**config.mk**
```make
export PLATFORM = sky130hd
export DESIGN_NAME = system_clock_source_select
export DESIGN_NICKNAME = d
export VERILOG_FILES = /design/src/hw/clk_sel_pkg.sv /design/src/hw/system_clock_source_select.sv
export VERILOG_INCLUDE_DIRS = /design/src /design/src/hw
export SDC_FILE = /design/constraint.sdc
export NUM_CORES = 1
export LEC_CHECK = 0
export ABC_AREA = 1
export BUFFER_PORTS_ARGS = -buffer_cell sky130_fd_sc_hd__buf_2
export CORE_MARGIN = 2
export CORE_UTILIZATION = 56
export DETAILED_ROUTE_END_ITERATION = 16
export PLACE_DENSITY = 0.8
export SLEW_MARGIN = 20
export SYNTH_ARGS = -nofsm -noshare
export SYNTH_HDL_FRONTEND = slang
export SYNTH_SLANG_ARGS = --single-unit
```
**constraint.sdc**
```tcl
create_clock -name REF_CLK -period 1.98 [get_ports REF_CLK]
set_input_delay 0.396 -clock REF_CLK [delete_from_list [all_inputs] [get_ports REF_CLK]]
set_output_delay 0.396 -clock REF_CLK [all_outputs]
set_load 0.02 [all_outputs]
```
**src/hw/clk_sel_map.svh**
```systemverilog
`ifndef CLK_SEL_MAP_SVH
`define CLK_SEL_MAP_SVH

// Register byte offsets on the Avalon-MM slave
`define OSC_CONTROL_OFS 4'h0
`define OSC_STATE_OFS 4'h4

// Control register fields
`define IRCF_LSB 3
`define IRCF_MSB 6
`define SCS_LSB 0
`define SCS_MSB 1
`define IRCF_RESET 4'h7
`define SCS_RESET 2'h0

// Status register bit positions
`define STAT_CRYSTAL_RDY 7
`define STAT_ON_EXT 5
`define STAT_FAST_RDY 4
`define STAT_SLOW_RDY 1
`define STAT_FAST_STB 0

// Power-up oscillator configuration codes
`define CFG_INTERNAL 2'h0
`define CFG_EXT_HIGH 2'h3
`define CFG_EXT_LOW 2'h1

// Timing
`define REF_CLK_MHZ 250
`define FAST_START_NS 2000
`define EXT_SWITCH_EDGES 11'h002
`define CRYSTAL_SWITCH_EDGES 11'h400

`endif

```
**src/hw/clk_sel_pkg.sv**
```systemverilog
package clk_sel_pkg;

  // Clock source, one-hot
  typedef enum logic [3:0] {
    SRC_EXT = 4'h1,
    SRC_CRYSTAL = 4'h2,
    SRC_SLOW = 4'h4,
    SRC_FAST = 4'h8
  } src_t;

  // Source plus postscaler exponent (fast source only)
  typedef struct packed {
    src_t src;
    logic [3:0] shift;
  } clk_choice_t;

  // Clock switch sequencer
  typedef enum logic [3:0] {
    ST_RUN = 4'h1,
    ST_START = 4'h2,
    ST_WAIT_FALL = 4'h4,
    ST_WAIT_RISE = 4'h8
  } sw_state_t;

  typedef struct packed {
    logic [3:0] int_freq_sel;
    logic [1:0] sys_src_sel;
  } osc_control_t;

  typedef struct packed {
    logic crystal_osc_ready;
    logic on_ext;
    logic fast_osc_ready;
    logic slow_osc_ready;
    logic fast_osc_stable;
  } osc_status_t;

endpackage

```
**src/hw/system_clock_source_select.sv**
```systemverilog
// Chosen here: the register addresses and the Avalon-MM slave port.
`include "clk_sel_map.svh"
// Summary of operation
// RULE1 - Secondary 32.768 kHz crystal oscillator selectable as system clock at run time.
// RULE2 - Power-up config selecting internal block runs on it right after reset; code starts on the external clock and switches after fast start-up.
// RULE3 - In internal oscillator mode the external clock pin is freed as GPIO.
// RULE4 - A config bit picks instruction clock out or GPIO on the clock pin.
// RULE5 - Internal block holds a 16 MHz fast and a 31 kHz slow oscillator.
// RULE6 - Fast oscillator on when fast setting chosen and source 1x or config 11.
// RULE7 - Slow oscillator on when 000x chosen and source 1x or config 01.
// RULE8 - Slow oscillator also runs while power-up or watchdog timer is enabled.
// RULE9 - Read-only fast ready flag shows the fast oscillator is usable.
// RULE10 - Read-only stable flag set only once fast oscillator is within 0.5%.
// RULE11 - Read-only slow ready flag shows the slow oscillator is usable.
// RULE12 - Frequency select gives 16 MHz down to 31.25 kHz, or slow 31 kHz.
// RULE13 - Every reset loads frequency select with 0111, i.e. 500 kHz.
// RULE14 - Changes between settings of the same oscillator skip start-up delay.
// RULE15 - Start new oscillator if off, wait current fall, hold low, await new rise.
// RULE16 - Status flags updated once the new clock is active, before completion.
// RULE17 - Delays: slow one cycle each, fast 2 us, external 2, crystal 1024 cycles.
// RULE18 - Source select 00 takes the clock named by the power-up config.
// RULE19 - Source select 01 uses the secondary crystal oscillator.
// RULE20 - Source select 1x uses the internal block at the selected frequency.
// RULE21 - Every reset clears source select.
// RULE22 - Frequency decode: 000x slow, 001x 31.25k, 0100-0111, 1000-1010, 1011-1111.
// RULE23 - Power-up config 00 means internal; other codes mean external clock.
// RULE24 - Software checks crystal ready before selecting the crystal oscillator.
// RULE25 - Switched clock never has a phase shorter than the slower clock's phase; the code only ensures a full low phase of the new clock before it rises.
module system_clock_source_select #(
  parameter int FAST_STABLE_CYC = 1000
) (
  input wire logic REF_CLK,
  input wire logic RST,
  input wire logic [3:0] AVS_ADDRESS,
  input wire logic AVS_READ,
  input wire logic AVS_WRITE,
  input wire logic [31:0] AVS_WRITEDATA,
  input wire logic [3:0] AVS_BYTEENABLE,
  output logic [31:0] AVS_READDATA,
  output logic AVS_WAITREQUEST,
  input wire logic [1:0] POWERUP_OSC_CFG,
  input wire logic CLOCK_OUT_PIN_CFG,
  input wire logic POWERUP_TIMER_EN,
  input wire logic WATCHDOG_TIMER_EN,
  input wire logic CRYSTAL_OSC_EN,
  input wire logic FAST_OSC_IN,
  input wire logic SLOW_OSC_IN,
  input wire logic CRYSTAL_OSC_IN,
  input wire logic EXT_CLOCK_IN,
  input wire logic GPIO_CLOCK_OUTPUT_PIN_DATA,
  input wire logic GPIO_CLOCK_OUTPUT_PIN_OE_N,
  output logic FAST_OSC_EN,
  output logic SLOW_OSC_EN,
  output logic SYS_CLK,
  output logic EXT_CLOCK_PIN_GPIO,
  output logic CLOCK_OUTPUT_PIN_O,
  output logic CLOCK_OUTPUT_PIN_OE_N
);

  localparam int FAST_START_CYC = (`FAST_START_NS * `REF_CLK_MHZ + 999) / 1000;

  generate
    if (FAST_STABLE_CYC <= FAST_START_CYC || FAST_STABLE_CYC > 65535) begin : g_bad_param
      $error("FAST_STABLE_CYC out of range");
    end
  endgenerate

  // Postscaler exponent for the fast source, 16 MHz >> shift
  function automatic logic [3:0] freq_shift(input logic [3:0] ircf);
    logic [3:0] s;
    s = 4'h0;
    case (ircf) // RULE22
      4'h2, 4'h3: s = 4'h9;
      4'h4: s = 4'h8;
      4'h5, 4'h8: s = 4'h7;
      4'h6, 4'h9: s = 4'h6;
      4'h7, 4'hA: s = 4'h5;
      4'hB: s = 4'h4;
      4'hC: s = 4'h3;
      4'hD: s = 4'h2;
      4'hE: s = 4'h1;
      default: s = 4'h0;
    endcase
    return s;
  endfunction

  // Internal block choice from the frequency select alone
  function automatic clk_sel_pkg::clk_choice_t internal_choice(input logic [3:0] ircf);
    clk_sel_pkg::clk_choice_t c;
    c.src = (ircf[3:1] == 3'h0) ? clk_sel_pkg::SRC_SLOW : clk_sel_pkg::SRC_FAST;
    c.shift = (ircf[3:1] == 3'h0) ? 4'h0 : freq_shift(ircf);
    return c;
  endfunction

  // Strap latches; the config word is captured while reset is held
  logic [1:0] cfg_q;
  logic clock_output_pin_cfg_q;
  always_ff @(posedge REF_CLK) begin
    if (RST) begin
      cfg_q <= POWERUP_OSC_CFG;
      clock_output_pin_cfg_q <= CLOCK_OUT_PIN_CFG;
    end
  end

  // Oscillator levels sampled with their previous value for edge detection
  logic fast_q, slow_q, crys_q, ext_q;
  logic fast_p_q, slow_p_q, crys_p_q, ext_p_q;
  always_ff @(posedge REF_CLK) begin
    if (RST) begin
      {fast_q, slow_q, crys_q, ext_q} <= 4'h0;
      {fast_p_q, slow_p_q, crys_p_q, ext_p_q} <= 4'h0;
    end else begin
      {fast_q, slow_q, crys_q, ext_q} <= {FAST_OSC_IN, SLOW_OSC_IN, CRYSTAL_OSC_IN, EXT_CLOCK_IN};
      {fast_p_q, slow_p_q, crys_p_q, ext_p_q} <= {fast_q, slow_q, crys_q, ext_q};
    end
  end
  logic fast_rise, slow_rise, crys_rise, ext_rise;
  assign fast_rise = fast_q & ~fast_p_q;
  assign slow_rise = slow_q & ~slow_p_q;
  assign crys_rise = crys_q & ~crys_p_q;
  assign ext_rise = ext_q & ~ext_p_q;

  // Fast postscaler: bit k toggles every 2^k fast periods
  logic [8:0] div_q;
  always_ff @(posedge REF_CLK) begin
    if (RST) begin
      div_q <= 9'h000;
    end else if (fast_rise) begin
      div_q <= div_q + 9'h001; // RULE12
    end
  end
  logic [9:0] fast_taps;
  assign fast_taps = {div_q, fast_q};

  // Control register
  clk_sel_pkg::osc_control_t ctrl_q;
  logic wr_commit;
  always_ff @(posedge REF_CLK) begin
    if (RST) begin
      ctrl_q.int_freq_sel <= `IRCF_RESET; // RULE13
      ctrl_q.sys_src_sel <= `SCS_RESET; // RULE21
    end else if (wr_commit && AVS_ADDRESS == `OSC_CONTROL_OFS && AVS_BYTEENABLE[0]) begin
      ctrl_q.int_freq_sel <= AVS_WRITEDATA[`IRCF_MSB:`IRCF_LSB];
      ctrl_q.sys_src_sel <= AVS_WRITEDATA[`SCS_MSB:`SCS_LSB];
    end
  end

  // Requested clock from source select and power-up config
  clk_sel_pkg::clk_choice_t target;
  always_comb begin
    target.src = clk_sel_pkg::SRC_EXT;
    target.shift = 4'h0;
    if (ctrl_q.sys_src_sel[1]) begin
      target = internal_choice(ctrl_q.int_freq_sel); // RULE20 RULE5
    end else if (ctrl_q.sys_src_sel[0]) begin
      target.src = clk_sel_pkg::SRC_CRYSTAL; // RULE19 RULE1
    end else if (cfg_q == `CFG_INTERNAL) begin
      target = internal_choice(ctrl_q.int_freq_sel); // RULE18 RULE23 RULE2
    end
  end

  // Switch state
  clk_sel_pkg::sw_state_t state_q;
  clk_sel_pkg::clk_choice_t cur_q, new_q;
  logic [10:0] wait_cnt_q;
  logic new_fell_q;

  // Level of a given choice
  function automatic logic level_of(input clk_sel_pkg::clk_choice_t c, input logic [9:0] taps,
                                    input logic sl, input logic cr, input logic ex);
    logic l;
    l = 1'b0;
    case (c.src)
      clk_sel_pkg::SRC_FAST: l = taps[c.shift];
      clk_sel_pkg::SRC_SLOW: l = sl;
      clk_sel_pkg::SRC_CRYSTAL: l = cr;
      default: l = ex;
    endcase
    return l;
  endfunction
  logic cur_lvl, new_lvl, new_lvl_p_q;
  assign cur_lvl = level_of(cur_q, fast_taps, slow_q, crys_q, ext_q);
  assign new_lvl = level_of(new_q, fast_taps, slow_q, crys_q, ext_q);

  // Oscillator readiness tracking
  logic [15:0] fast_cnt_q;
  logic slow_ready_q;
  logic [10:0] crys_cnt_q;
  logic fast_ready, fast_stable, crystal_ready;
  assign fast_ready = fast_cnt_q >= 16'(FAST_START_CYC); // RULE9
  assign fast_stable = fast_cnt_q >= 16'(FAST_STABLE_CYC); // RULE10
  assign crystal_ready = ~CRYSTAL_OSC_EN || crys_cnt_q == `CRYSTAL_SWITCH_EDGES;
  always_ff @(posedge REF_CLK) begin
    if (RST || !FAST_OSC_EN) begin
      fast_cnt_q <= 16'h0000;
    end else if (!fast_stable) begin
      fast_cnt_q <= fast_cnt_q + 16'h0001;
    end
  end
  always_ff @(posedge REF_CLK) begin
    if (RST || !SLOW_OSC_EN) begin
      slow_ready_q <= 1'b0;
    end else if (slow_rise) begin
      slow_ready_q <= 1'b1; // RULE11
    end
  end
  always_ff @(posedge REF_CLK) begin
    if (RST || !CRYSTAL_OSC_EN) begin
      crys_cnt_q <= 11'h000;
    end else if (crys_rise && crys_cnt_q != `CRYSTAL_SWITCH_EDGES) begin
      crys_cnt_q <= crys_cnt_q + 11'h001;
    end
  end

  // Start-up wait for the new source is over
  logic start_done;
  always_comb begin
    case (new_q.src)
      clk_sel_pkg::SRC_FAST: start_done = fast_ready; // RULE17
      clk_sel_pkg::SRC_SLOW: start_done = slow_ready_q; // RULE17
      clk_sel_pkg::SRC_CRYSTAL: start_done = wait_cnt_q == `CRYSTAL_SWITCH_EDGES; // RULE17
      default: start_done = wait_cnt_q == `EXT_SWITCH_EDGES; // RULE17
    endcase
  end
  logic new_edge;
  assign new_edge = (new_q.src == clk_sel_pkg::SRC_CRYSTAL) ? crys_rise : ext_rise;

  // Switch sequencer; the request is latched so a later write waits its turn
  logic already_up;
  assign already_up = (target.src == cur_q.src) || // RULE14
                      (target.src == clk_sel_pkg::SRC_FAST && fast_ready) ||
                      (target.src == clk_sel_pkg::SRC_SLOW && slow_ready_q);
  always_ff @(posedge REF_CLK) begin
    if (RST) begin
      state_q <= clk_sel_pkg::ST_RUN;
      cur_q <= '{src: clk_sel_pkg::SRC_EXT, shift: 4'h0};
      new_q <= '{src: clk_sel_pkg::SRC_EXT, shift: 4'h0};
      wait_cnt_q <= 11'h000;
      new_fell_q <= 1'b0;
      new_lvl_p_q <= 1'b0;
    end else begin
      new_lvl_p_q <= new_lvl;
      case (state_q)
        clk_sel_pkg::ST_RUN: begin
          wait_cnt_q <= 11'h000;
          if (target != cur_q) begin
            new_q <= target;
            state_q <= already_up ? clk_sel_pkg::ST_WAIT_FALL : clk_sel_pkg::ST_START; // RULE15
          end
        end
        clk_sel_pkg::ST_START: begin
          if (start_done) begin
            state_q <= clk_sel_pkg::ST_WAIT_FALL;
          end else if (new_edge) begin
            wait_cnt_q <= wait_cnt_q + 11'h001;
          end
        end
        clk_sel_pkg::ST_WAIT_FALL: begin
          new_fell_q <= 1'b0;
          if (!cur_lvl) begin
            state_q <= clk_sel_pkg::ST_WAIT_RISE; // RULE15
          end
        end
        default: begin
          // A full low phase of the new clock must pass before it is let through
          if (!new_lvl && new_lvl_p_q) begin
            new_fell_q <= 1'b1; // RULE25
          end
          if (new_fell_q && new_lvl) begin
            cur_q <= new_q; // RULE15
            state_q <= clk_sel_pkg::ST_RUN;
          end
        end
      endcase
    end
  end

  // Switched system clock, held low between the old fall and new rise
  always_ff @(posedge REF_CLK) begin
    if (RST) begin
      SYS_CLK <= 1'b0;
    end else if (state_q == clk_sel_pkg::ST_WAIT_RISE) begin
      SYS_CLK <= new_fell_q & new_lvl; // RULE15 RULE25
    end else if (state_q == clk_sel_pkg::ST_WAIT_FALL) begin
      SYS_CLK <= cur_lvl & SYS_CLK;
    end else begin
      SYS_CLK <= cur_lvl;
    end
  end

  // Oscillator enables; a source in use or being switched to stays on
  logic ircf_slow, want_fast, want_slow, switching;
  assign ircf_slow = ctrl_q.int_freq_sel[3:1] == 3'h0;
  assign want_fast = ~ircf_slow && (ctrl_q.sys_src_sel[1] || cfg_q == `CFG_EXT_HIGH);
  assign want_slow = ircf_slow && (ctrl_q.sys_src_sel[1] || cfg_q == `CFG_EXT_LOW);
  assign switching = state_q != clk_sel_pkg::ST_RUN;
  always_ff @(posedge REF_CLK) begin
    if (RST) begin
      FAST_OSC_EN <= 1'b0;
      SLOW_OSC_EN <= 1'b0;
    end else begin
      FAST_OSC_EN <= want_fast || target.src == clk_sel_pkg::SRC_FAST || // RULE6
                     cur_q.src == clk_sel_pkg::SRC_FAST ||
                     (switching && new_q.src == clk_sel_pkg::SRC_FAST);
      SLOW_OSC_EN <= want_slow || POWERUP_TIMER_EN || WATCHDOG_TIMER_EN || // RULE7 RULE8
                     target.src == clk_sel_pkg::SRC_SLOW || cur_q.src == clk_sel_pkg::SRC_SLOW ||
                     (switching && new_q.src == clk_sel_pkg::SRC_SLOW);
    end
  end

  // Status snapshot follows live state except mid-switch
  clk_sel_pkg::osc_status_t stat_q;
  logic completing;
  assign completing = state_q == clk_sel_pkg::ST_WAIT_RISE && new_fell_q && new_lvl;
  always_ff @(posedge REF_CLK) begin
    if (RST) begin
      stat_q <= '0;
    end else if (!switching || completing) begin
      stat_q.crystal_osc_ready <= crystal_ready;
      stat_q.on_ext <= completing ? new_q.src == clk_sel_pkg::SRC_EXT
                                  : cur_q.src == clk_sel_pkg::SRC_EXT;
      stat_q.fast_osc_ready <= fast_ready; // RULE16
      stat_q.slow_osc_ready <= slow_ready_q; // RULE16
      stat_q.fast_osc_stable <= fast_stable;
    end
  end

  // Pin functions fixed by the latched config word
  logic [1:0] icyc_q;
  logic sys_p_q;
  always_ff @(posedge REF_CLK) begin
    if (RST) begin
      icyc_q <= 2'h0;
      sys_p_q <= 1'b0;
      EXT_CLOCK_PIN_GPIO <= 1'b0;
      CLOCK_OUTPUT_PIN_O <= 1'b0;
      CLOCK_OUTPUT_PIN_OE_N <= 1'b1;
    end else begin
      sys_p_q <= SYS_CLK;
      if (SYS_CLK && !sys_p_q) begin
        icyc_q <= icyc_q + 2'h1; // Instruction clock is the system clock over four
      end
      EXT_CLOCK_PIN_GPIO <= cfg_q == `CFG_INTERNAL; // RULE3
      CLOCK_OUTPUT_PIN_O <= clock_output_pin_cfg_q ? icyc_q[1] : GPIO_CLOCK_OUTPUT_PIN_DATA; // RULE4
      CLOCK_OUTPUT_PIN_OE_N <= clock_output_pin_cfg_q ? 1'b0 : GPIO_CLOCK_OUTPUT_PIN_OE_N; // RULE4
    end
  end

  // Avalon slave: one wait cycle, then the access completes on the next edge
  logic req;
  assign req = AVS_READ | AVS_WRITE;
  assign wr_commit = AVS_WRITE & ~AVS_WAITREQUEST;
  always_ff @(posedge REF_CLK) begin
    if (RST) begin
      AVS_WAITREQUEST <= 1'b1;
      AVS_READDATA <= 32'h0000_0000;
    end else if (req && AVS_WAITREQUEST) begin
      AVS_WAITREQUEST <= 1'b0;
      if (AVS_ADDRESS == `OSC_CONTROL_OFS) begin
        AVS_READDATA <= {25'h0, ctrl_q.int_freq_sel, 1'b0, ctrl_q.sys_src_sel};
      end else if (AVS_ADDRESS == `OSC_STATE_OFS) begin
        AVS_READDATA <= {24'h0, stat_q.crystal_osc_ready, 1'b0, stat_q.on_ext,
                         stat_q.fast_osc_ready, 2'h0, stat_q.slow_osc_ready,
                         stat_q.fast_osc_stable};
      end else begin
        AVS_READDATA <= 32'h0000_0000;
      end
    end else begin
      AVS_WAITREQUEST <= 1'b1;
    end
  end
endmodule

```
Word-level counts from Yosys, hierarchy flattened
Memory sizes are Yosys's and may differ from the RTL's. A register that Yosys moved wholly into a read port is not among the register bits. Index checks and enable logic that the tools add are counted. W data, S select, Z words.

Add/subtract/negate cells: 5. Magnitude comparators: 4. Eq/ne operators: 29. Mux-type cells: 38. Bitwise gates (word level): 17. Reductions and logical operators: 51.

Operators by type and width (number): $mux W4 (13); $mux W8 (4); $add A11 B1 Y11 const B (2); $eq A11 B11 Y1 const B (2); $mux W11 (2); $pmux W11 S2 (1); $eq A4 B3 Y1 const B (5); $logic_or A1 B1 Y1 (17); $add A16 B1 Y16 const B (1); $eq A4 B4 Y1 const B (4); $ge A16 B10 Y1 const B (1); $ge A16 B9 Y1 const B (1); $logic_and A1 B1 Y1 (15); $eq A4 B1 Y1 const B (3); $eq A4 B2 Y1 const B (3); $pmux W4 S3 (1); $eq A11 B2 Y1 const B (1); $ne A11 B11 Y1 const B (1); $lt A4 B5 Y1 const B (2); $mux W1 (10); $ne A2 B2 Y1 const B (5); $add A9 B1 Y9 const B (1); $not A1 Y1 (9); $pmux W1 S3 (3); other kinds (22) (37).

Flip-flop bits (word level): 134. Bits in read-only memories: 128. Input port bits: 56. Output and inout port bits: 39. Logic and storage cells: 185. Memories kept: 2.

Memory list: (name not given) (words 16, bits a word 4, rd ports 1, clocked after memory_dff 1, wr ports 0, line system_clock_source_select.sv:72) `case (ircf)`; (name not given) (words 16, bits a word 4, rd ports 1, clocked after memory_dff 1, wr ports 0, line system_clock_source_select.sv:72).

Logic depth before layout (Yosys ltp)
Gate-level depths: netlist (run 1).

Depth in word-level cells: 12. Mapped depth: 15. Depth with buffers taken out: 14.

Worst setup path before layout (run 1)
Ideal clock, no wire load.

Path type: input to register. From: in AVS_ADDRESS[1]. To: reg (tool-made name). Setup time: 0.123 ns. Data arrival time: 1.522 ns. Required time: 1.857 ns. Slack: 0.335 ns. Stages on the path: 10. Path buffers: 0. Cells stage by stage: nor3_1 nand2_1 nor2_2 inv_1 nand2_1 nand3_1 inv_1 ha_1 nand3_1 o21ai_0.

RTL lines: start: declaration (line system_clock_source_select.sv:34) `input wire logic [3:0] AVS_ADDRESS,`.

Final worst setup path (run 1)
From: reg cfg_q[1]. To: reg state_q[3].

Longest elaborated chain between the ends: 7. Elaborated cells between the ends (all ways): 8. Classes of those cells: eq/ne: 2; mux: 4; reduce/logical: 2.

Ends and longest elaborated chain: start: declaration (line system_clock_source_select.sv:96) `logic [1:0] cfg_q;`; start signal: assignment (line system_clock_source_select.sv:100) `cfg_q <= POWERUP_OSC_CFG;`; $logic_not A2 Y1 (no line) *; $mux W8 * (line system_clock_source_select.sv:157) `` end else if (cfg_q == `CFG_INTERNAL) begin ``; $mux W4 (line system_clock_source_select.sv:155) `end else if (ctrl_q.sys_src_sel[0]) begin`; $mux W8 * (line system_clock_source_select.sv:153) `if (ctrl_q.sys_src_sel[1]) begin`; $ne A8 B8 Y1 * (line system_clock_source_select.sv:246) `if (target != cur_q) begin`; $ne A2 B2 Y1 (no line) *; $reduce_and A4 Y1 (no line) *; end signal: assignment (line system_clock_source_select.sv:248) `state_q <= already_up ? clk_sel_pkg::ST_WAIT_FALL : clk_sel_pkg::ST_START;`; end signal: assignment (line system_clock_source_select.sv:253) `state_q <= clk_sel_pkg::ST_WAIT_FALL;`; end signal: assignment (line system_clock_source_select.sv:261) `state_q <= clk_sel_pkg::ST_WAIT_RISE;`; end: declaration (line system_clock_source_select.sv:163) `clk_sel_pkg::sw_state_t state_q;`.

Mark *: on every way between the ends. The rest lies on a longest branch, timed or not. A chain may end at the register's enable or synchronous reset.

==> results.txt, run 1 <==
----------------------------------------------------
[Cells and area]
  Area of the multi-input gates ... 2730 um^2
  Final Net Count ... 890
  Antenna diode instance count ... 0
  Fraction of final layout cells with drive strength greater than 1 ... 0.210
  Final non-filler cell area ... 6650 um^2
  Filler Cells Inserted ... 728
  FF/Latch Area ... 2290 um^2
  Area Overhead vs Synth ... 21.6%
  Final design utilization ... 0.690
  Non-Filler Instances ... 972

[Global routing]
  Number of global-route vias before repair ... ~4700
  Wire length of the first global-routing pass ... 20.4 mm
  Global routing met3 resource utilization ... 0.0475
  Total GRT Usage ... 0.248
  Initial antenna violation count ... 0
  Pin count of the biggest net entering global routing ... 23
  GRT Max-Usage Layer ... met2
  GRT Residual Overflow ... 0
  Met1 layer usage reported by global route ... 0.296
  Met2 track demand over resource ... 0.426

[Timing]
  Final setup violation count ... 3
  Final Hold Viols ... 0
  Largest clock skew in the final design ... 6.04 ps
  Worst Hold Margin ... roughly 54 ps
  Final-report max-slew violation count ... 0
  Post-layout worst setup margin ... -7.87 ps
  Transition time at the pin with the least slew margin ... ~550 ps
  Max frequency ... 503 MHz
  Unrepaired setup endpoints after global routing ... true
  Worst slew margin relative to its limit ... 0.625
  Share of the clock period used by the worst path ... 1.00
  Shortest clock period the worst path allows after layout ... 1990 ps

[Logic synthesis]
  Mapped Area ... 5470 um^2
  Post-synthesis sequential area ratio ... 0.419
  Count of cell types in the netlist ... 42
  Top_reg_cell synth ... sky130_fd_sc_hd__dfxtp_1
  Syn. warnings ... 0
  Post-synthesis instance total ... approximately 750
  Avg Synthesized Cell Area ... between 7 and 8 um^2
  EDFF count, synth ... 3
  Ys async rst share ... 0
  Number of flip-flops and latches in the synthesized netlist ... 113

[Die]
  Top-level port count ... 95
  Row Count ... 36
  Placeable Area ... 9640 um^2
  Horiz. Die Dim ... just over 100 um
  Die height ... approximately 100 um
  Starting utilization of the core area ... 0.567
  DIE AREA ... 10600 um^2

[Worst setup path]
  Crit end category ... flip-flop
  Crit path max fanout ... 7
  Critical path cell sequence ... inv_2 > nand2_4 > o21ai_4 > nand3_2 > nand2_1 > nand2_1 > nor2_2 > nand4_1 > nand3_4 > nand2_2 > nand2_1 > nor2_1
  Worst R2R Start ... cfg_q[1]$_DFFE_PP_
  First element of the critical path ... cfg_q[1]$_DFFE_PP_
  Crit path top cell by count ... sky130_fd_sc_hd__nand2_1
  Capture point of the worst reg-to-reg path ... state_q[3]$_SDFFE_PP0P_
  Critical path data required time ... 2400 ps
  Worst reg2reg path depth ... 12
  Signal arrival time at the worst endpoint ... ~2400 ps
  Worst Setup Path Type ... flip-flop to flip-flop
  Reg2reg setup slack ... -8 ps
  Crit path max-delay cell type ... sky130_fd_sc_hd__edfxtp_1
  Category of the worst setup path launch point ... flip-flop
  Crit path capture ... state_q[3]$_SDFFE_PP0P_
  Highest cell delay on the worst timing path ... 400 ps

[Worst hold path]
  Worst min-delay path category ... primary input to flip-flop

[Clocking]
  Hold Buf Count CTS ... 0
  Worst-skew pair later-pin latency ... approximately 520 ps
  CTS clk-pin slew, worst paths ... 50 ps
  Clock tree from TritonCTS ... done
  # H-tree levels ... 4
  Clock buffers created by TritonCTS ... 17
  Root Driver ... sky130_fd_sc_hd__clkbuf_8
  Sinks on the clock net ... 113
  Number of buffers on the longest clock path ... 2

[Route]
  DRC viols ... 0
  DRT iter0 DRCs ... 367
  Drt wl/cell ... about 14 um
  Number of vias per cell after detailed routing ... 5.35
  Total detailed-routing wirelength ... 13.4 mm
  Vias after detailed routing ... 5196
  Number of iterations in the first detailed-routing pass ... 8
  Count of antenna-violating nets left after detailed routing ... 0

[Placed design]
  Pre-CTS setup slack ... a little under 100 ps
  Number of I/O port buffers ... 40
  Estimated wirelength of the detail-placed design ... approximately 8.7 mm
  Number of placed cells counting well taps ... 924
  DP Area ... 5790 um^2
  Last weighted congestion value of the routability-driven placer ... around 0.91

[Power and ir drop]
  VDD IR max ... between 800 and 900 uV
  Static leakage ... 0.00286 uW
  Power density of the placed cells ... between 1000 and 1500 nW/um^2

[Run status]
  Run status ... finished with violations
  Violated checks ... setup timing

[Run]
  Max-cap check violation count ... 0

----------------------------------------------------
==> metrics by stage <==
step | power (uW) | TNS, ps
after floorplan | 3850 | 0
after global placement | 4130 | 0
after detailed placement | 4190 | 0
after CTS | 7320 | 0
after global routing | 7790 | -1030
final | 7510 | -15.4
==> registers in the layout, indices dropped and copies added, names as in the netlist, 4 cells and up, named ones only <==
signal        cells
state_q           4
crys_cnt_q       11
AVS_READDATA      7
cur_q             8
fast_cnt_q       16
stat_q            5
wait_cnt_q       11
new_q             8
ctrl_q            6
div_q             9
==> layout make-up <==
cell class	instances	area share
multi-input combinational	515	0.410
sequential	113	0.345
clock buffer	22	0.0727
timing repair buffer	69	0.0647
inverter	110	0.0629
tap	133	0.0250
clock inverter	10	0.0196
==> report_power, final <==
part	internal, uW	leakage (uW)	switching (uW)	total [uW]
clock network	2070	0.000303	1070	3140
logic	579	0.00163	1060	1640
registers	2500	0.000925	227	2730
==> kinds of logic (layout without fill, tap and decap cells) <==
family                     Yosys count  count (layout)  synth area share
and+or+nand+nor                    338             338             0.298
buffers and inverters              145             211             0.120
AOI/OAI and AO/OA                  141             141             0.139
DFF                                113             113             0.419
adders and majority gates            8               8            0.0183
xor gates and xnor gates             3               3           0.00481
other                                1              25          0.000686
==> worst max-delay path, delay by kind of cell (launching register included) <==
| family | cells | cell delay, ps |
|---|---|---|
| AO/OA/AOI/OAI | 1 | 310 |
| buffers and inverters | 1 | 100 |
| flip-flops | 1 | 400 |
| AND/OR/NAND/NOR | 10 | 1080 |
==> worst min-delay path by stage <==
stage / startpoint / endpoint / cells after the start
2_1_floorplan: fast_cnt_q[12]$_SDFFE_PP0N_ / fast_cnt_q[12]$_SDFFE_PP0N_ / 2
3_3_place_gp: fast_cnt_q[12]$_SDFFE_PP0N_ / fast_cnt_q[12]$_SDFFE_PP0N_ / 2
3_5_place_dp: fast_cnt_q[15]$_SDFFE_PP0N_ / fast_cnt_q[15]$_SDFFE_PP0N_ / 2
4_1_cts: CLOCK_OUT_PIN_CFG / clock_output_pin_cfg_q$_DFFE_PP_ / 1
5_1_grt: CLOCK_OUT_PIN_CFG / clock_output_pin_cfg_q$_DFFE_PP_ / 1
6_report: POWERUP_OSC_CFG[0] / cfg_q[0]$_DFFE_PP_ / 1
==> timing repair <==
| action | CTS | global route |
|---|---|---|
| setup buffers | 0 | 16 |
| endpoints found under the setup margin | 0 | 25 |
| gates resized for setup | 0 | 34 |
==> synth_stat cells (2+ instances only) <==
cell type                  count  area, um^2
sky130_fd_sc_hd__nand2_1     119         447
sky130_fd_sc_hd__dfxtp_1     110        2200
sky130_fd_sc_hd__inv_1        97         364
sky130_fd_sc_hd__nor2_1       84         315
sky130_fd_sc_hd__a21oi_1      54         270
sky130_fd_sc_hd__o21ai_0      53         265
sky130_fd_sc_hd__nand3_1      46         230
sky130_fd_sc_hd__buf_4        27         203
sky130_fd_sc_hd__nor3_1       26         130
sky130_fd_sc_hd__nand4_1      15        93.8
sky130_fd_sc_hd__o21ai_1      13        65.1
sky130_fd_sc_hd__inv_2        11        41.3
sky130_fd_sc_hd__nand2_2       9        56.3
sky130_fd_sc_hd__a31oi_1       8        50.1
sky130_fd_sc_hd__ha_1          8         100
sky130_fd_sc_hd__clkbuf_1      6        22.5
sky130_fd_sc_hd__nand3_2       6        60.1
sky130_fd_sc_hd__nor2_2        6        37.5
sky130_fd_sc_hd__nor3b_1       6        45.0
sky130_fd_sc_hd__nor2_4        5        56.3
sky130_fd_sc_hd__nor3_2        5        50.1
sky130_fd_sc_hd__nor4_1        4        25.0
sky130_fd_sc_hd__edfxtp_1      3        90.1
sky130_fd_sc_hd__nor3_4        3        48.8
sky130_fd_sc_hd__a22oi_1       2        15.0
sky130_fd_sc_hd__clkinv_1      2        7.51
sky130_fd_sc_hd__nand3b_1      2        15.0
sky130_fd_sc_hd__o211ai_1      2        15.0
sky130_fd_sc_hd__o21a_1        2        15.0
sky130_fd_sc_hd__o22ai_1       2        12.5
sky130_fd_sc_hd__xor2_1        2        17.5
==> layout by cell type, fill, tap and decap left out, drive strengths merged <==
master / synthesis / routed
a2111oi: 1 / 1
a211oi: 1 / 1
a21oi: 54 / 54
a22oi: 2 / 2
a31oi: 8 / 8
and3: 1 / 1
buf: 29 / 69
bufinv: 0 / 3
clkbuf: 6 / 22
clkinv: 2 / 7
clkinvlp: 0 / 2
conb: 1 / 25
dfxtp: 110 / 110
edfxtp: 3 / 3
ha: 8 / 8
inv: 108 / 108
nand2: 129 / 129
nand3: 52 / 52
nand3b: 2 / 2
nand4: 15 / 15
nor2: 95 / 95
nor3: 34 / 34
nor3b: 6 / 6
nor4: 4 / 4
o211ai: 3 / 3
o21a: 2 / 2
o21ai: 68 / 68
o22ai: 2 / 2
xnor2: 1 / 1
xor2: 2 / 2
==> routing by layer <==
metal	share of wire	wire, um	up-vias
li1	-	-	2567
met2	0.51	6840	181
met3	0.050	666	28
met5	0	0	-
met1	0.42	5630	2420
met4	0.019	249	0
No activity file was read; power rests on OpenSTA's default activity.
==> run 2, diff against run 1 <==
- ABC_AREA: 1 -> default
- GPL_TIMING_DRIVEN: default -> 0
==> results.txt, run 2 <==
----------------------------------------------------
[Power and ir drop]
  Power density of the placed cells ... 983 nW/um^2 (-13%)
  Internal power component ... 5140 uW (-0.20%)
  Switching portion of total power ... 0.304 (-0.0103)
  VDD IR max ... 605 uV (-30%)
  Relative contribution of combinational cells to total power ... 0.241 (+0.022)
  Net switching power ... 2240 uW (-4.9%)
  Power share of the clock group ... 0.413 (-0.005)
  Sum of internal, switching and leakage power ... 7380 uW (-1.7%)
  Sequential Power Share ... 0.346 (-0.017)
  Static leakage ... 0.00298 uW (+4.2%)

[Clocking]
  # H-tree levels ... 4 (unchanged)
  Hold Buf Count CTS ... 0 (unchanged)
  Clock tree from TritonCTS ... done
  Worst-skew pair later-pin latency ... 530 ps (about the same)
  CTS clk-pin slew, worst paths ... 60 ps (about the same)
  Number of buffers on the longest clock path ... 2 (unchanged)
  Sinks on the clock net ... 113 (unchanged)
  Clock buffers created by TritonCTS ... 17 (unchanged)
  Root Driver ... sky130_fd_sc_hd__clkbuf_8

[Worst setup path]
  Critical path cell sequence ... buf_6 > nand3b_1 > a211oi_1 > o2111ai_4 > or4b_1 > a31oi_1
  Crit path max fanout ... 10 (+3)
  Crit path max-delay cell type ... sky130_fd_sc_hd__a211oi_1
  Crit end category ... flip-flop
  Worst Setup Path Type ... flip-flop to flip-flop
  Category of the worst setup path launch point ... flip-flop
  Critical path data required time ... 2400 ps (about the same)
  Signal arrival time at the worst endpoint ... 2900 ps (+500 ps)
  Highest cell delay on the worst timing path ... 710 ps (+310 ps)

[Timing]
  Share of the clock period used by the worst path ... 1.26 (+0.252)
  Largest clock skew in the final design ... 12.1 ps (+6.03 ps)
  Worst Hold Margin ... 46.4 ps (-7.20 ps)
  Final-report max-slew violation count ... 0 (unchanged)
  Post-layout worst setup margin ... -507 ps (-499 ps)
  Unrepaired setup endpoints after global routing ... true
  Final setup violation count ... 40 (+37)
  Worst slew margin relative to its limit ... 0.398 (-0.228)
  Summed negative setup slack over all endpoints ... -9660 ps (-9650 ps)
  Max frequency ... 402 MHz (-20%)
  Transition time at the pin with the least slew margin ... 891 ps (+343 ps)
  Shortest clock period the worst path allows after layout ... 2490 ps (+499 ps)
  Final Hold Viols ... 0 (unchanged)

[Logic synthesis]
  Post-synthesis sequential area ratio ... 0.409 (-0.0103)
  Post-synthesis instance total ... 628 (-16%)
  Avg Synthesized Cell Area ... 8.92 um^2 (+22%)
  Fraction of synthesized cell area taken by the top area cell type ... 0.393 (-0.00989)
  Count of cell types in the netlist ... 78 (+86%)
  Number of flip-flops and latches in the synthesized netlist ... 113 (unchanged)
  Most frequently used cell type in the post-synthesis netlist ... sky130_fd_sc_hd__dfxtp_1
  Ys async rst share ... 0 (unchanged)
  Largest area contributor in the synthesized netlist ... sky130_fd_sc_hd__dfxtp_1
  Top post-synthesis cells by count ... 110 x sky130_fd_sc_hd__dfxtp_1, 69 x sky130_fd_sc_hd__nor2_1, 51 x sky130_fd_sc_hd__nand2_1, 29 x sky130_fd_sc_hd__a21oi_1, 27 x sky130_fd_sc_hd__buf_4
  EDFF count, synth ... 3 (unchanged)
  Top_reg_cell synth ... sky130_fd_sc_hd__dfxtp_1
  Syn. warnings ... 0 (unchanged)
  Main area contributors after synthesis ... sky130_fd_sc_hd__dfxtp_1 39%, sky130_fd_sc_hd__nor2_1 4.6%, sky130_fd_sc_hd__mux2i_1 4.1%
  Mapped Area ... 5600 um^2 (+2.5%)

[Cells and area]
  Flip-flop count of the largest register, all copies and words added ... 16 (unchanged)
  Most common cell after layout, fill and taps aside ... sky130_fd_sc_hd__dfxtp_1
  Most frequent cells in the layout ... 101 x sky130_fd_sc_hd__dfxtp_1, 66 x sky130_fd_sc_hd__nor2_1, 59 x sky130_fd_sc_hd__buf_4
  Antenna diode instance count ... 0 (unchanged)
  Top Registers ... fast_cnt_q: 16 flops, crys_cnt_q: 11 flops, wait_cnt_q: 11 flops
  Area Overhead vs Synth ... 34.0%
  Filler Cells Inserted ... 617 (-15%)
  Final non-filler cell area ... 7510 um^2 (+13%)
  Most flop-heavy register ... fast_cnt_q
  Final Net Count ... 815 (-8.4%)
  Fraction of final layout cells with drive strength greater than 1 ... 0.309 (+0.0991)

[Route]
  Drt wl/cell ... 19.2 um (+40%)
  Count of antenna-violating nets left after detailed routing ... 0 (unchanged)
  DRC viols ... 0 (unchanged)
  Vias after detailed routing ... 5441 (+4.7%)
  Number of vias per cell after detailed routing ... 6.07 (+13%)
  Number of iterations in the first detailed-routing pass ... 5 (-3)
  Total detailed-routing wirelength ... 17.2 mm (+29%)
  DRT iter0 DRCs ... 552 (+50%)

[Die]
  Die height ... 104 um (+1.2%)
  DIE AREA ... 10800 um^2 (+2.4%)
  Horiz. Die Dim ... 104 um (+1.2%)
  Top-level port count ... 95 (unchanged)
  Starting utilization of the core area ... 0.576 (+0.00890)
  Row Count ... 36 (unchanged)
  Placeable Area ... 9730 um^2 (+0.93%)

[Run status]
  Run status ... finished with violations
  Violated checks ... setup timing

[Placed design]
  Number of I/O port buffers ... 40 (unchanged)
  Last weighted congestion value of the routability-driven placer ... 0.906 (-0.92%)
  DP Area ... 6160 um^2 (+6.4%)
  Estimated wirelength of the detail-placed design ... 9.68 mm (+11%)

[Global routing]
  Pin count of the biggest net entering global routing ... 17 (-26%)
  Total GRT Usage ... 0.297 (+0.0491)
  Number of global-route vias before repair ... 5161 (+10%)
  Initial antenna violation count ... 0 (unchanged)
  Wire length of the first global-routing pass ... 25.6 mm (+25%)
  GRT Residual Overflow ... 0 (unchanged)

[Worst hold path]
  Worst min-delay path category ... primary input to flip-flop

[Run]
  Max-cap check violation count ... 0 (unchanged)

----------------------------------------------------
run 2: cell count changes in the layout (fill, tap and decap cells not counted), sizes merged, moves of 17 or more:
cell   delta
a21oi    -24
nor2     -25
nor2b    +17
nand2    -78
xor2     +17
mux2i    +23
inv      -90
nor3     -19
nand3    -37
buf      +56
o21ai    -46
run 2: timing repair:
action | 4_1_cts | 5_1_grt
setup buffers | 27 | 19
cloned | 3 | 0
pin swaps | 30 | 26
endpoints found under the setup margin | 52 | 56
hold endpoints to repair | 0 | 0
resized for setup | 56 | 45
run 2: power groups by stage:
stage / clock [uW] / combinational, uW / sequential [uW]
finish: 3050 / 1780 / 2560
detailed placement: 0 / 1220 / 2560
CTS: 3030 / 1640 / 2520
global placement: 0 / 1190 / 2560
global route: 3160 / 1870 / 2560
floorplan: 0 / 923 / 2550
run 2: critical path: cells and delay by family (launching register included):
family	cells	cell delay, ps
buffers and inverters	1	150
flip-flops	1	330
AND/OR/NAND/NOR	2	700
AO/OA/AOI/OAI	3	1200
run 2: metrics by stage:
step,setup slack [ps],cells,utilization
after floorplan,-134,652,-
after global placement,-458,825,0.633
after detailed placement,-503,825,0.633
after CTS,-243,887,0.744
after global routing,-623,897,0.772
final,-507,897,0.772
run 2: per-layer routing:
layer  global-route usage  up-vias  part of all wire
li1                     -     2456                 -
met1                0.340     2559              0.37
met2                0.512      330              0.49
met3               0.0721       96             0.087
met4                0.157        0             0.054
met5                    0        -                 0
run 2: cell type report:
class	count	area [um^2]	area share
clock inverter	10	134	0.0178
buffer	47	338	0.0450
sequential	113	2310	0.308
inverter	18	67.6	0.00900
clock buffer	22	453	0.0603
tap	133	166	0.0222
timing repair buffer	87	623	0.0830
multi-input combinational	467	3420	0.455
run 2: path summary, 6_finish.rpt:
kind / from / end / slack (ps) / cells past startpoint
min: CLOCK_OUT_PIN_CFG / clock_output_pin_cfg_q$_DFFE_PP_ / 50 / 1
max reg2reg: new_q[5]$_SDFFE_PP0P_ / stat_q[3]$_SDFFE_PP0P_ / -510 / 6
min reg2reg: fast_cnt_q[15]$_SDFFE_PP0N_ / fast_cnt_q[15]$_SDFFE_PP0N_ / 450 / 1
max: new_q[5]$_SDFFE_PP0P_ / stat_q[3]$_SDFFE_PP0P_ / -510 / 6
run 2: kinds of logic after synthesis:
logic type               synth area share
AND/OR/NAND/NOR                     0.250
flip-flops                          0.409
XOR/XNOR                           0.0406
other                            0.000669
buffers and inverters              0.0694
multiplexers                       0.0572
adder cells (fa/ha/maj)            0.0179
AO/OA/AOI/OAI                       0.155
==> run 3, diff against run 2 <==
- ABC_CLOCK_PERIOD_IN_PS: default -> 1980
- CELL_PAD_IN_SITES_DETAIL_PLACEMENT: default -> 1
- CELL_PAD_IN_SITES_GLOBAL_PLACEMENT: default -> 1
- CORE_UTILIZATION: 56 -> 43
- GPL_ROUTABILITY_DRIVEN: default -> 0
- PLACE_DENSITY: 0.8 -> default
- PLACE_DENSITY_LB_ADDON: default -> 0.1
==> results.txt, run 3 (same netlist as run 2, synthesis figures left out) <==
----------------------------------------------------
[Run status]
  Run status ... finished with violations
  Violated checks ... setup timing

[Placed design]
  Number of I/O port buffers ... 40 (unchanged)
  Number of placed cells counting well taps ... 864 (+4.7%)
  Estimated wirelength of the detail-placed design ... 11.4 mm (+18%)
  Pre-CTS setup slack ... -553 ps (-49.3 ps)

[Timing]
  Shortest clock period the worst path allows after layout ... 2420 ps (-70.9 ps)
  Max frequency ... 414 MHz (+2.9%)
  Final Hold Viols ... 0 (unchanged)
  Share of the clock period used by the worst path ... 1.22 (-0.0358)
  Transition time at the pin with the least slew margin ... 935 ps (+44.4 ps)
  Final setup violation count ... 40 (unchanged)
  Post-layout worst setup margin ... -436 ps (+70.9 ps)
  Worst slew margin relative to its limit ... 0.368 (-0.0300)
  Largest clock skew in the final design ... 11.1 ps (-0.932 ps)
  Final-report max-slew violation count ... 0 (unchanged)
  Unrepaired setup endpoints after global routing ... true

[Die]
  Die height ... 118 um (+14%)
  Row Count ... 41 (+14%)
  Starting utilization of the core area ... 0.442 (-0.134)
  DIE AREA ... 14000 um^2 (+29%)
  Horiz. Die Dim ... 118 um (+14%)
  Top-level port count ... 95 (unchanged)
  Placeable Area ... 12700 um^2 (+30%)

[Power and ir drop]
  VDD IR max ... 564 uV (-6.7%)
  Power share of the clock group ... 0.399 (-0.014)
  Sequential Power Share ... 0.324 (-0.022)
  Sum of internal, switching and leakage power ... 7910 uW (+7.2%)
  Switching portion of total power ... 0.324 (+0.0209)
  Relative contribution of combinational cells to total power ... 0.277 (+0.036)
  Net switching power ... 2570 uW (+15%)
  Internal power component ... 5340 uW (+3.9%)
  Power density of the placed cells ... 969 nW/um^2 (-1.5%)
  Static leakage ... 0.00325 uW (+9.0%)

[Worst setup path]
  Crit end category ... flip-flop
  Highest cell delay on the worst timing path ... 520 ps (-190 ps)
  Crit path max fanout ... 8 (-2)
  Critical path data required time ... 2330 ps (-70 ps)
  Total stage count of the critical path ... 9 (+3)
  Worst Setup Path Type ... flip-flop to flip-flop
  Signal arrival time at the worst endpoint ... 2770 ps (-130 ps)
  Category of the worst setup path launch point ... flip-flop
  Crit path max-delay cell type ... sky130_fd_sc_hd__or4b_4
  Buf+Inv Stages, Crit Path ... 3 (+2)
  Critical path cell sequence ... buf_8 > or4b_4 > o311ai_4 > a32oi_2 > buf_4 > o2111ai_4 > buf_6 > nand3_1 > a31oi_4
  Worst reg2reg path depth ... 9 (+3)
  Family of cells with the greatest summed delay on the critical path ... compound AO/OA/AOI/OAI gates

[Cells and area]
  Top Registers ... fast_cnt_q: 16 flops, crys_cnt_q: 11 flops, wait_cnt_q: 11 flops
  Final Net Count ... 852 (+4.5%)
  Most flop-heavy register ... fast_cnt_q
  Filler Cells Inserted ... 1397 (+130%)
  Most frequent cells in the layout ... 95 x sky130_fd_sc_hd__dfxtp_1, 86 x sky130_fd_sc_hd__buf_4, 64 x sky130_fd_sc_hd__nor2_1
  Flip-flop count of the largest register, all copies and words added ... 16 (unchanged)
  Fraction of final layout cells with drive strength greater than 1 ... 0.393 (+0.0836)
  Most common cell after layout, fill and taps aside ... sky130_fd_sc_hd__dfxtp_1
  Non-Filler Instances ... 972 (+8.4%)
  Antenna diode instance count ... 0 (unchanged)
  Area Overhead vs Synth ... 45.7%

[Clocking]
  Clock buffers created by TritonCTS ... 17 (unchanged)
  Hold Buf Count CTS ... 0 (unchanged)
  # H-tree levels ... 4 (unchanged)
  Clock tree from TritonCTS ... done
  Sinks on the clock net ... 113 (unchanged)
  Root Driver ... sky130_fd_sc_hd__clkbuf_16
  Worst-skew pair later-pin latency ... 440 ps (-90 ps)
  Number of buffers on the longest clock path ... 2 (unchanged)
  CTS clk-pin slew, worst paths ... 60 ps (about the same)

[Global routing]
  Number of global-route vias before repair ... 5617 (+8.8%)
  GRT Residual Overflow ... 0 (unchanged)
  Pin count of the biggest net entering global routing ... 17 (unchanged)
  Wire length of the first global-routing pass ... 29.7 mm (+16%)
  Initial antenna violation count ... 0 (unchanged)
  Total GRT Usage ... 0.270 (-0.0271)

[Worst hold path]
  Worst min-delay path category ... primary input to flip-flop
  Hold-critical path depth ... 1 (unchanged)

[Route]
  Drt wl/cell ... 22.9 um (+19%)
  DRT iter0 DRCs ... 336 (-39%)
  Number of vias per cell after detailed routing ... 5.78 (-4.7%)
  Count of antenna-violating nets left after detailed routing ... 0 (unchanged)
  Vias after detailed routing ... 5617 (+3.2%)
  Total detailed-routing wirelength ... 22.2 mm (+29%)
  Number of iterations in the first detailed-routing pass ... 7 (+2)
  DRC viols ... 0 (unchanged)

[Run]
  Max-cap check violation count ... 0 (unchanged)

----------------------------------------------------
[run 3: changes by cell type in the layout (fill, tap and decap cells not counted), sizes merged]
cell	before	now
buf	125	163
clkbuf	31	28
clkinvlp	2	3
[run 3: per-stage QoR]
| stage | utilization | hold slack (ps) | area (um^2) | TNS [ps] |
|---|---|---|---|---|
| after detailed placement | 0.490 | 448 | 6210 | -16790 |
| after CTS | 0.596 | 134 | 7550 | -6720 |
| final | 0.645 | 141 | 8170 | -11120 |
| after floorplan | - | 420 | 5790 | -872 |
| after global placement | 0.490 | 433 | 6210 | -13290 |
| after global routing | 0.645 | 134 | 8170 | -13830 |
[run 3: final timing paths]
kind | start | endpoint | slack [ps]
worst max-delay path | new_q[6]$_SDFFE_PP0P_ | stat_q[3]$_SDFFE_PP0P_ | -440
worst min-delay path | POWERUP_OSC_CFG[1] | cfg_q[1]$_DFFE_PP_ | 140
worst max register to register | new_q[6]$_SDFFE_PP0P_ | stat_q[3]$_SDFFE_PP0P_ | -440
worst min register to register | fast_cnt_q[14]$_SDFFE_PP0N_ | fast_cnt_q[14]$_SDFFE_PP0N_ | 460
[run 3: power by group through the flow]
stage | clock network (uW) | registers, uW | logic, uW
6_report | 3150 | 2570 | 2190
3_5_place_dp | 0 | 2560 | 1260
4_1_cts | 3140 | 2520 | 1710
2_1_floorplan | 0 | 2550 | 923
3_3_place_gp | 0 | 2560 | 1230
5_1_grt | 3260 | 2570 | 2290
[run 3: timing repair]
item                                    CTS  global route
cloned                                    2             1
setup buffers                            49            33
endpoints found under the setup margin   59            55
resized for setup                        81            98
pin swaps                                35            49
hold endpoints to repair                  0             0
[run 3: routing by layer]
metal | track usage | wire (um) | vias up
met5 | 0 | 0 | -
met4 | 0.122 | 1130 | 0
li1 | - | - | 2520
met1 | 0.309 | 8640 | 2793
met3 | 0.0623 | 1040 | 88
met2 | 0.476 | 11400 | 216
[run 3: area by class of cell]
type | count | area (um^2) | area share
multi-input combinational | 467 | 3680 | 0.450
sequential | 113 | 2320 | 0.284
timing repair buffer | 123 | 932 | 0.114
clock buffer | 20 | 457 | 0.0559
buffer | 48 | 359 | 0.0440
tap | 172 | 215 | 0.0264
clock inverter | 11 | 138 | 0.0169
inverter | 18 | 67.6 | 0.00827
